[src/hw/flash_ecc_map.svh]
// register offsets, field positions, reset values and keys of the ecc block
// assumes byte addressing on an apb bus with 32-bit words
`ifndef FLASH_ECC_MAP_SVH
`define FLASH_ECC_MAP_SVH
`define OFS_UNLOCK_KEY 8'h00
`define OFS_INJECT_CONTROL 8'h04
`define OFS_INJECT_POINTERS 8'h08
`define OFS_INJECT_ADDR_LOW 8'h0c
`define OFS_INJECT_ADDR_HIGH 8'h10
`define OFS_SINGLE_PARITY_STATUS 8'h14
`define OFS_DOUBLE_SYNDROME_STATUS 8'h18
`define OFS_IRQ_FLAG_REG_SIX 8'h1c
`define OFS_IRQ_ENABLE_REG_SIX 8'h20
`define OFS_IRQ_CONTROL_FOUR 8'h24
`define KEY_FIRST 8'h55
`define KEY_SECOND 8'haa
`define BIT_INJECT_ENABLE 0
`define BIT_SINGLE_ERROR 12
`define BIT_DOUBLE_ERROR 1
`define BIT_CALC_DOUBLE 9
`define BIT_READ_DOUBLE 8
`define LAST_FAULT_BIT 8'h37
`define RESET_BYTE 8'h00
`define RESET_ADDR 24'h000000
`endif

[src/hw/flash_ecc_pkg.sv]
// types of the flash ecc and fault injection block
// assumes nothing beyond a systemverilog compiler
package flash_ecc_pkg;
	typedef enum logic [1:0] {KEY_IDLE, KEY_HALF, KEY_OPEN} key_state_t;
	typedef struct packed {
		key_state_t key_state;
		logic inject_enable;
		logic [7:0] first_fault_pointer;
		logic [7:0] second_fault_pointer;
		logic [23:0] inject_compare_address;
		logic [7:0] calc_single_parity;
		logic [7:0] read_single_parity;
		logic [7:0] error_syndrome;
		logic calc_double_parity;
		logic read_double_parity;
		logic single_error_irq_flag;
		logic single_error_irq_enable;
		logic double_error_flag;
		logic pready;
		logic pslverr;
		logic [31:0] prdata;
		logic rd_valid;
		logic [47:0] rd_data;
		logic array_we;
		logic [23:0] array_addr;
		logic [55:0] array_codeword;
		logic single_error_irq;
		logic hard_trap;
		logic device_reset_request;
	} state_t;
endpackage : flash_ecc_pkg

[src/hw/flash_ecc_fault_injection.sv]
// flash ecc: hamming encode on write, correct/detect on read, fault inject
// assumes the flash array answers a read in the cycle of the request
`timescale 1ns/10ps
`default_nettype none
`include "flash_ecc_map.svh"

// Function
// error correction is always on; nothing disables it
// each 48-bit word pair written gets a 7-bit hamming parity
// stored block is 48 data plus parity; parity not software visible
// on read, recompute parity and correct a single-bit error
// on a double-bit error the read data pass unmodified
// corrected single error sets flag bit 12; enabled flag raises irq
// low status: calculated parity bits 15-8, read parity bits 7-0
// syndrome gives error position; zero and equal parities when clean
// double error raises hard trap and sets flag bit 1
// double error without trap handler also requests device reset
// high status: calculated double parity bit 9, read bit 8
// single or double faults injectable on read or write path
// read injection alters fetched data before the correction logic
// write injection alters data before they are stored
// software loads address, pointers, unlocks, enables, then accesses
// a fault inverts the data bit chosen by a pointer
// pointer 0 to 55 inverts that bit; 56 and above inject nothing
// for a single fault software writes all ones to pointer two
// compare address: bits 15:0 low register, 23:16 high register
// control bit 0 enables injection; other bits read zero
// key register takes low 8 bits, write only, reads zero
// unlock is key write 55h then aah before setting enable
// injection only on matching address while enable stays set
module flash_ecc_fault_injection (
	input wire logic clock,
	input wire logic rst_n,
	input wire logic psel,
	input wire logic penable,
	input wire logic pwrite,
	input wire logic [7:0] paddr,
	input wire logic [31:0] pwdata,
	output logic pready,
	output logic [31:0] prdata,
	output logic pslverr,
	input wire logic rd_req,
	input wire logic [23:0] rd_addr,
	input wire logic [55:0] rd_codeword,
	output logic rd_valid,
	output logic [47:0] rd_data,
	input wire logic wr_req,
	input wire logic [23:0] wr_addr,
	input wire logic [47:0] wr_data,
	output logic array_we,
	output logic [23:0] array_addr,
	output logic [55:0] array_codeword,
	input wire logic trap_handler_present,
	output logic single_error_irq,
	output logic hard_trap,
	output logic device_reset_request
);
	// ==========================================================
	// hamming and fault mask helpers
	function automatic logic [6:0] hamming(input logic [47:0] d);
		logic [6:0] c;
		int k;
		c = 7'h00;
		k = 0;
		for (int p = 1; p < 55; p++) begin
			if ((p & (p - 1)) != 0) begin
				if (d[k])
					c = c ^ 7'(p);
				k++;
			end
		end
		return c;
	endfunction : hamming

	function automatic logic [47:0] fix_mask(input logic [6:0] syn);
		logic [47:0] m;
		int k;
		m = 48'h000000000000;
		k = 0;
		for (int p = 1; p < 55; p++) begin
			if ((p & (p - 1)) != 0) begin
				m[k] = (7'(p) == syn);
				k++;
			end
		end
		return m;
	endfunction : fix_mask

	function automatic logic [55:0] fault_mask(input logic [7:0] ptr);
		logic [55:0] m;
		m = 56'h00000000000000;
		if (ptr <= `LAST_FAULT_BIT)
			m[ptr[5:0]] = 1'b1;
		return m;
	endfunction : fault_mask

	// ==========================================================
	// state
	flash_ecc_pkg::state_t s;
	flash_ecc_pkg::state_t next_s;

	logic [55:0] inject_bits;
	logic rd_hit;
	logic wr_hit;
	logic [55:0] cw;
	logic [6:0] calc_sec;
	logic [6:0] syn;
	logic calc_ded;
	logic odd;
	logic err_single;
	logic err_double;
	logic [6:0] wr_sec;
	logic setup;
	logic wr_access;
	logic [31:0] rdata;
	logic known;

	// ==========================================================
	// datapath
	always_comb begin
		inject_bits = fault_mask(s.first_fault_pointer) ^
			fault_mask(s.second_fault_pointer);
		rd_hit = s.inject_enable && rd_req &&
			rd_addr == s.inject_compare_address;
		wr_hit = s.inject_enable && wr_req &&
			wr_addr == s.inject_compare_address;
		cw = rd_codeword ^ (rd_hit ? inject_bits : 56'h0);
		calc_sec = hamming(cw[47:0]);
		syn = calc_sec ^ cw[54:48];
		calc_ded = ^{cw[47:0], cw[54:48]};
		odd = calc_ded ^ cw[55];
		err_single = odd;
		err_double = !odd && syn != 7'h00;
		wr_sec = hamming(wr_data);
		setup = psel && !penable && !s.pready;
		wr_access = psel && penable && pwrite && s.pready;
	end

	// ==========================================================
	// register read mux
	always_comb begin
		rdata = 32'h00000000;
		known = 1'b1;
		case (paddr)
			`OFS_UNLOCK_KEY: rdata = 32'h00000000;
			`OFS_INJECT_CONTROL:
				rdata[`BIT_INJECT_ENABLE] = s.inject_enable;
			`OFS_INJECT_POINTERS:
				rdata[15:0] = {s.second_fault_pointer,
					s.first_fault_pointer};
			`OFS_INJECT_ADDR_LOW:
				rdata[15:0] = s.inject_compare_address[15:0];
			`OFS_INJECT_ADDR_HIGH:
				rdata[7:0] = s.inject_compare_address[23:16];
			`OFS_SINGLE_PARITY_STATUS:
				rdata[15:0] = {s.calc_single_parity,
					s.read_single_parity};
			`OFS_DOUBLE_SYNDROME_STATUS: begin
				rdata[`BIT_CALC_DOUBLE] = s.calc_double_parity;
				rdata[`BIT_READ_DOUBLE] = s.read_double_parity;
				rdata[7:0] = s.error_syndrome;
			end
			`OFS_IRQ_FLAG_REG_SIX:
				rdata[`BIT_SINGLE_ERROR] = s.single_error_irq_flag;
			`OFS_IRQ_ENABLE_REG_SIX:
				rdata[`BIT_SINGLE_ERROR] = s.single_error_irq_enable;
			`OFS_IRQ_CONTROL_FOUR:
				rdata[`BIT_DOUBLE_ERROR] = s.double_error_flag;
			default: known = 1'b0;
		endcase
	end

	// ==========================================================
	// next state
	always_comb begin
		next_s = s;
		next_s.pready = setup;
		if (setup) begin
			next_s.prdata = known && !pwrite ? rdata : 32'h00000000;
			next_s.pslverr = !known;
		end
		if (wr_access) begin
			// unlock window lasts for exactly one following write
			next_s.key_state = flash_ecc_pkg::KEY_IDLE;
			case (paddr)
				`OFS_UNLOCK_KEY: begin
					case (s.key_state)
						flash_ecc_pkg::KEY_IDLE:
							if (pwdata[7:0] == `KEY_FIRST)
								next_s.key_state =
									flash_ecc_pkg::KEY_HALF;
						flash_ecc_pkg::KEY_HALF:
							if (pwdata[7:0] == `KEY_SECOND)
								next_s.key_state =
									flash_ecc_pkg::KEY_OPEN;
							else if (pwdata[7:0] == `KEY_FIRST)
								next_s.key_state =
									flash_ecc_pkg::KEY_HALF;
						default:
							if (pwdata[7:0] == `KEY_FIRST)
								next_s.key_state =
									flash_ecc_pkg::KEY_HALF;
					endcase
				end
				`OFS_INJECT_CONTROL:
					if (!pwdata[`BIT_INJECT_ENABLE])
						next_s.inject_enable = 1'b0;
					else if (s.key_state == flash_ecc_pkg::KEY_OPEN)
						next_s.inject_enable = 1'b1;
				`OFS_INJECT_POINTERS: begin
					next_s.first_fault_pointer = pwdata[7:0];
					next_s.second_fault_pointer = pwdata[15:8];
				end
				`OFS_INJECT_ADDR_LOW:
					next_s.inject_compare_address[15:0] =
						pwdata[15:0];
				`OFS_INJECT_ADDR_HIGH:
					next_s.inject_compare_address[23:16] =
						pwdata[7:0];
				`OFS_IRQ_FLAG_REG_SIX:
					next_s.single_error_irq_flag =
						s.single_error_irq_flag &&
						pwdata[`BIT_SINGLE_ERROR];
				`OFS_IRQ_ENABLE_REG_SIX:
					next_s.single_error_irq_enable =
						pwdata[`BIT_SINGLE_ERROR];
				`OFS_IRQ_CONTROL_FOUR:
					next_s.double_error_flag = s.double_error_flag &&
						pwdata[`BIT_DOUBLE_ERROR];
				default: next_s.key_state = flash_ecc_pkg::KEY_IDLE;
			endcase
		end
		// read path
		next_s.rd_valid = rd_req;
		next_s.hard_trap = 1'b0;
		next_s.device_reset_request = 1'b0;
		if (rd_req) begin
			next_s.rd_data = err_single ?
				cw[47:0] ^ fix_mask(syn) : cw[47:0];
			next_s.calc_single_parity = {1'b0, calc_sec};
			next_s.read_single_parity = {1'b0, cw[54:48]};
			next_s.error_syndrome = {1'b0, syn};
			next_s.calc_double_parity = calc_ded;
			next_s.read_double_parity = cw[55];
			if (err_single)
				next_s.single_error_irq_flag = 1'b1;
			if (err_double) begin
				next_s.double_error_flag = 1'b1;
				next_s.hard_trap = 1'b1;
				next_s.device_reset_request =
					!trap_handler_present;
			end
		end
		next_s.single_error_irq = next_s.single_error_irq_flag &&
			next_s.single_error_irq_enable;
		// write path
		next_s.array_we = wr_req;
		if (wr_req) begin
			next_s.array_addr = wr_addr;
			next_s.array_codeword = {^{wr_data, wr_sec}, wr_sec,
				wr_data} ^ (wr_hit ? inject_bits : 56'h0);
		end
	end

	always_ff @(posedge clock) begin
		if (!rst_n) begin
			s <= '0;
			s.key_state <= flash_ecc_pkg::KEY_IDLE;
		end else begin
			s <= next_s;
		end
	end

	// ==========================================================
	// outputs
	assign pready = s.pready;
	assign prdata = s.prdata;
	assign pslverr = s.pslverr;
	assign rd_valid = s.rd_valid;
	assign rd_data = s.rd_data;
	assign array_we = s.array_we;
	assign array_addr = s.array_addr;
	assign array_codeword = s.array_codeword;
	assign single_error_irq = s.single_error_irq;
	assign hard_trap = s.hard_trap;
	assign device_reset_request = s.device_reset_request;

	logic [47:0] raw_data;
	logic [6:0] raw_parity;
	logic raw_top;
	assign raw_data = cw[47:0];
	assign raw_parity = cw[54:48];
	assign raw_top = cw[55];
endmodule : flash_ecc_fault_injection
`default_nettype wire

[config.mk]
export PLATFORM = sky130hd
export DESIGN_NAME = flash_ecc_fault_injection
export DESIGN_NICKNAME = d
export VERILOG_FILES = /design/src/hw/flash_ecc_pkg.sv /design/src/hw/flash_ecc_fault_injection.sv
export VERILOG_INCLUDE_DIRS = /design/src /design/src/hw
export SDC_FILE = /design/constraint.sdc
export NUM_CORES = 1
export LEC_CHECK = 0
export BUFFER_PORTS_ARGS = -buffer_cell sky130_fd_sc_hd__buf_2
export CAP_MARGIN = 30
export CORE_MARGIN = 5
export CORE_UTILIZATION = 40
export CTS_CLUSTER_SIZE = 40
export DETAILED_ROUTE_END_ITERATION = 6
export PLACE_DENSITY_LB_ADDON = 0.05
export SYNTH_ARGS = -nofsm -noshare
export SYNTH_HDL_FRONTEND = slang
export SYNTH_SLANG_ARGS = --single-unit
[constraint.sdc]
create_clock -name clock -period 10.12 [get_ports clock]
set_clock_uncertainty 0.2 [all_clocks]
set_input_delay 1.518 -clock clock [delete_from_list [all_inputs] [get_ports clock]]
set_output_delay 1.518 -clock clock [all_outputs]
set_load 0.05 [all_outputs]
==> report_table.html <==
<table>
<tr><th>Metric</th><th>Value</th></tr>
<tr><th colspan="2">Detailed routing</th></tr>
<tr><td>Wirelength per Cell</td><td>23.80 microns</td></tr>
<tr><td>Pre-antenna DRT Iters</td><td>6</td></tr>
<tr><td>DRT Wirelength</td><td>61480 microns</td></tr>
<tr><td>Vias after detailed routing</td><td>14.18k</td></tr>
<tr><td>DRC errors left</td><td>0</td></tr>
<tr><td>Detail Route Antenna Nets</td><td>0</td></tr>
<tr><td>Number of design-rule violations left by the first detailed-router iteration</td><td>1324</td></tr>
<tr><td>Post-DR vias/cell</td><td>5.488</td></tr>
<tr><th colspan="2">Timing</th></tr>
<tr><td>Final number of hold-violating endpoints</td><td>0</td></tr>
<tr><td>Slew Limit Headroom</td><td>0.2991</td></tr>
<tr><td>Number of max-slew violations in the final report</td><td>0</td></tr>
<tr><td>Finish-stage setup viols</td><td>0</td></tr>
<tr><td>Worst hold slack</td><td>0.2581 ns</td></tr>
<tr><td>Fmax</td><td>0.1355 GHz</td></tr>
<tr><td>Final period demand of the worst path</td><td>7.377 ns</td></tr>
<tr><td>Transition time at the pin with the least slew margin</td><td>1.043 ns</td></tr>
<tr><td>Setup tns final</td><td>0 ns</td></tr>
<tr><td>Period utilisation layout</td><td>0.7290</td></tr>
<tr><td>RSZ-0062 raised after global routing</td><td>false</td></tr>
<tr><th colspan="2">Yosys</th></tr>
<tr><td>Sequential-to-total area share from yosys stat</td><td>0.2747</td></tr>
<tr><td>Synthesized area per cell</td><td>8.265 sq um</td></tr>
<tr><td>Cell types occupying the most area after synthesis</td><td>dfxtp_1 (27%), xnor2_1 (15%), buf_4 (7.7%), nor2_1 (4.3%), or3_1 (3.9%)</td></tr>
<tr><td>FFs w/ async S/R, synth</td><td>0</td></tr>
<tr><td>Count of cell types in the netlist</td><td>58</td></tr>
<tr><td>Area share of the leading cell type in the synthesized netlist</td><td>0.2747</td></tr>
<tr><td>Flops &amp; latches, synth</td><td>218</td></tr>
<tr><td>Synth Instances</td><td>1922</td></tr>
<tr><td>Number of synthesized flops with an enable pin</td><td>0</td></tr>
<tr><td>Dominant register cell in the synthesized netlist</td><td>dfxtp_1</td></tr>
<tr><td>Number of synthesis warnings</td><td>0</td></tr>
<tr><td>Cell area after technology mapping</td><td>15890 sq um</td></tr>
<tr><td>Largest area contributor in the netlist</td><td>dfxtp_1</td></tr>
<tr><th colspan="2">Clocking</th></tr>
<tr><td>Clock root buffer</td><td>clkbuf_16</td></tr>
<tr><td>Clock tree from TritonCTS</td><td>built</td></tr>
<tr><td>Total setup buffers inserted after CTS</td><td>0</td></tr>
<tr><td>Clock H-tree levels</td><td>1</td></tr>
<tr><td>Clock-pin slew on the worst setup and hold paths</td><td>0.06 ns</td></tr>
<tr><td>Hold buffer count at cts</td><td>0</td></tr>
<tr><td>Num CTS Buffers</td><td>27</td></tr>
<tr><td>Number of sinks handled by clock tree synthesis</td><td>218</td></tr>
<tr><td>CTS resizes</td><td>0</td></tr>
<tr><td>Clock Latency Late Sink</td><td>0.55 ns</td></tr>
<tr><td>Worst-case clock buffer depth</td><td>3</td></tr>
<tr><th colspan="2">Setup path</th></tr>
<tr><td>Required time of the worst setup path</td><td>10.36 ns</td></tr>
<tr><td>Critical path startpoint category</td><td>primary input</td></tr>
<tr><td>Endpoint class of the critical path</td><td>flop</td></tr>
<tr><td>Critical path peak fanout</td><td>29</td></tr>
<tr><td>Data arrival time of the critical path</td><td>7.62 ns</td></tr>
<tr><td>Type of the worst setup path</td><td>primary input to flop</td></tr>
<tr><th colspan="2">Floorplan</th></tr>
<tr><td>Width of the chip</td><td>209.3 microns</td></tr>
<tr><td>Effective utilization at floorplan</td><td>0.4017</td></tr>
<tr><td>Number of top-level pins</td><td>367</td></tr>
<tr><td>Std-Cell Core Area</td><td>39550 sq um</td></tr>
<tr><td>Die area</td><td>43800 sq um</td></tr>
<tr><td>Die span in y</td><td>209.3 microns</td></tr>
<tr><td>Standard-cell rows</td><td>73</td></tr>
<tr><th colspan="2">Global routing</th></tr>
<tr><td>Remaining global-route overflow</td><td>0</td></tr>
<tr><td>First-pass GRT wire length</td><td>89760 microns</td></tr>
<tr><td>GRT Util Overall</td><td>0.2665</td></tr>
<tr><td>Maximum number of pins on one net before global-route repair</td><td>69</td></tr>
<tr><td>Number of global-route vias before repair</td><td>13.68k</td></tr>
<tr><td>Number of antenna violations at the first check in global routing</td><td>1</td></tr>
<tr><th colspan="2">Placed design</th></tr>
<tr><td>Count of port buffers added during placement</td><td>334</td></tr>
<tr><td>Post-placement cell area</td><td>16780 sq um</td></tr>
<tr><td>Placer Congestion</td><td>0.9242</td></tr>
<tr><td>Placed wire-length estimate</td><td>47830 microns</td></tr>
<tr><th colspan="2">Layout</th></tr>
<tr><td>Layout Nets</td><td>2238</td></tr>
<tr><td>Most common library cell in the layout ignoring fill and taps</td><td>buf_2</td></tr>
<tr><td>Leading cell types in the layout, fill and taps excluded</td><td>buf_2 (334), xnor2_1 (270), dfxtp_1 (218), nor2_1 (182), nand2_1 (141)</td></tr>
<tr><td>Share of post-route cells with drive strength above 1</td><td>0.2188</td></tr>
<tr><td>Final Util</td><td>0.4485</td></tr>
<tr><td>Post-route cell area</td><td>17740 sq um</td></tr>
<tr><td>Layout overhead on the synthesized area</td><td>11.66%</td></tr>
<tr><th colspan="2">Min path</th></tr>
<tr><td>Worst min-delay path class</td><td>flop to flop</td></tr>
<tr><th colspan="2">Job</th></tr>
<tr><td>Max-cap violations</td><td>0</td></tr>
<tr><th colspan="2">Power and ir drop</th></tr>
<tr><td>Power per standard cell area</td><td>198.6 nW/um^2</td></tr>
<tr><td>IR drop worst, VDD</td><td>0.2011 mV</td></tr>
<tr><td>Total Power Consumption</td><td>3523 uW</td></tr>
<tr><td>LEAKAGE</td><td>0.006681 uW</td></tr>
<tr><th colspan="2">Outcome</th></tr>
<tr><td>Status</td><td>finished clean</td></tr>
</table>
==> final timing paths <==
kind	start	end	slack [ns]	depth (start not counted)
max	rd_addr[20]	rd_data[39]	2.74	15
min	rd_data[39]	rd_data[39]	0.26	1
max reg2reg	s[216]	rd_data[39]	3.22	14
min reg2reg	rd_data[39]	rd_data[39]	0.26	1
==> critical path, cell delays in order <==
cell and delay, ns:
buf_2 0.10, xor2_1 0.13, nor4_1 0.57, nand3_2 0.68
nor3_1 0.50, xnor2_1 0.28, xnor3_1 0.51, xnor2_1 0.40
xnor3_1 0.51, xnor3_1 0.44, xnor2_2 0.37, nand4_1 0.57
buf_4 0.43, or3_1 0.32, a32o_1 0.24
==> registers in the layout (all words and copies together), names as in the netlist <==
name	count
hard_trap	1
prdata	16
array_addr	24
rd_valid	1
array_codeword	56
pslverr	1
single_error_irq	1
rd_data	48
array_we	1
s	67
device_reset_request	1
pready	1
==> synth_stat cells (7+ instances only) <==
cell type  number
o311ai_0       14
buf_2          23
a32oi_1        15
nor3_1         51
nand3_1       110
nor4_1         13
a311oi_1       49
a32o_1         34
a211oi_1       19
a21oi_1        57
nand4b_1        8
nor2_1        183
xnor2_2         9
nor3_2          9
buf_4         163
a22oi_1        17
nor2b_1         7
mux2i_1        32
xnor2_1       270
clkbuf_1       99
nand4_1        10
xnor3_1        24
xor2_1         69
or3_1         100
dfxtp_1       218
nand2_1       141
a222oi_1       14
o21ai_0        87
inv_1           7
==> metal layers <==
| metal | track usage | wire length (microns) | vias to the layer above |
|---|---|---|---|
| met5 | 0 | 7 | - |
| met4 | 0.07651 | 1854 | 2 |
| met3 | 0.04051 | 4206 | 86 |
| met2 | 0.4377 | 28680 | 551 |
| met1 | 0.3649 | 26740 | 6709 |
| li1 | - | - | 6828 |
==> logic make-up after synthesis <==
family / after synthesis / share of synthesized area
xor+xnor: 376 / 0.2357
compound gates: 308 / 0.1366
mux: 32 / 0.02016
simple gates: 688 / 0.2198
buf+inv: 299 / 0.1129
other cells: 1 / 0.0002361
flops: 218 / 0.2747
==> layout make-up <==
type,instances,area [sq um]
fill,4071,21810
multi-input combinational,1420,9817
sequential,218,4364
timing repair buffer,363,1909
clock buffer,39,800.8
tap,525,656.9
clock inverter,9,153.9
inverter,8,32.53
antenna,1,2.502
==> per-stage QoR <==
step	setup slack (ns)	cells
4_1_cts	2.834	2582
2_1_floorplan	4.380	1937
3_5_place_dp	2.280	2534
5_1_grt	2.487	2582
6_report	2.743	2583
3_3_place_gp	2.142	2531
==> report_power, final <==
part,internal (uW),switching (uW)
sequential,944,48.0
combinational,515,971
clock,648,398
total,2110,1420
Note: power is estimated with default switching activity, not from simulation.
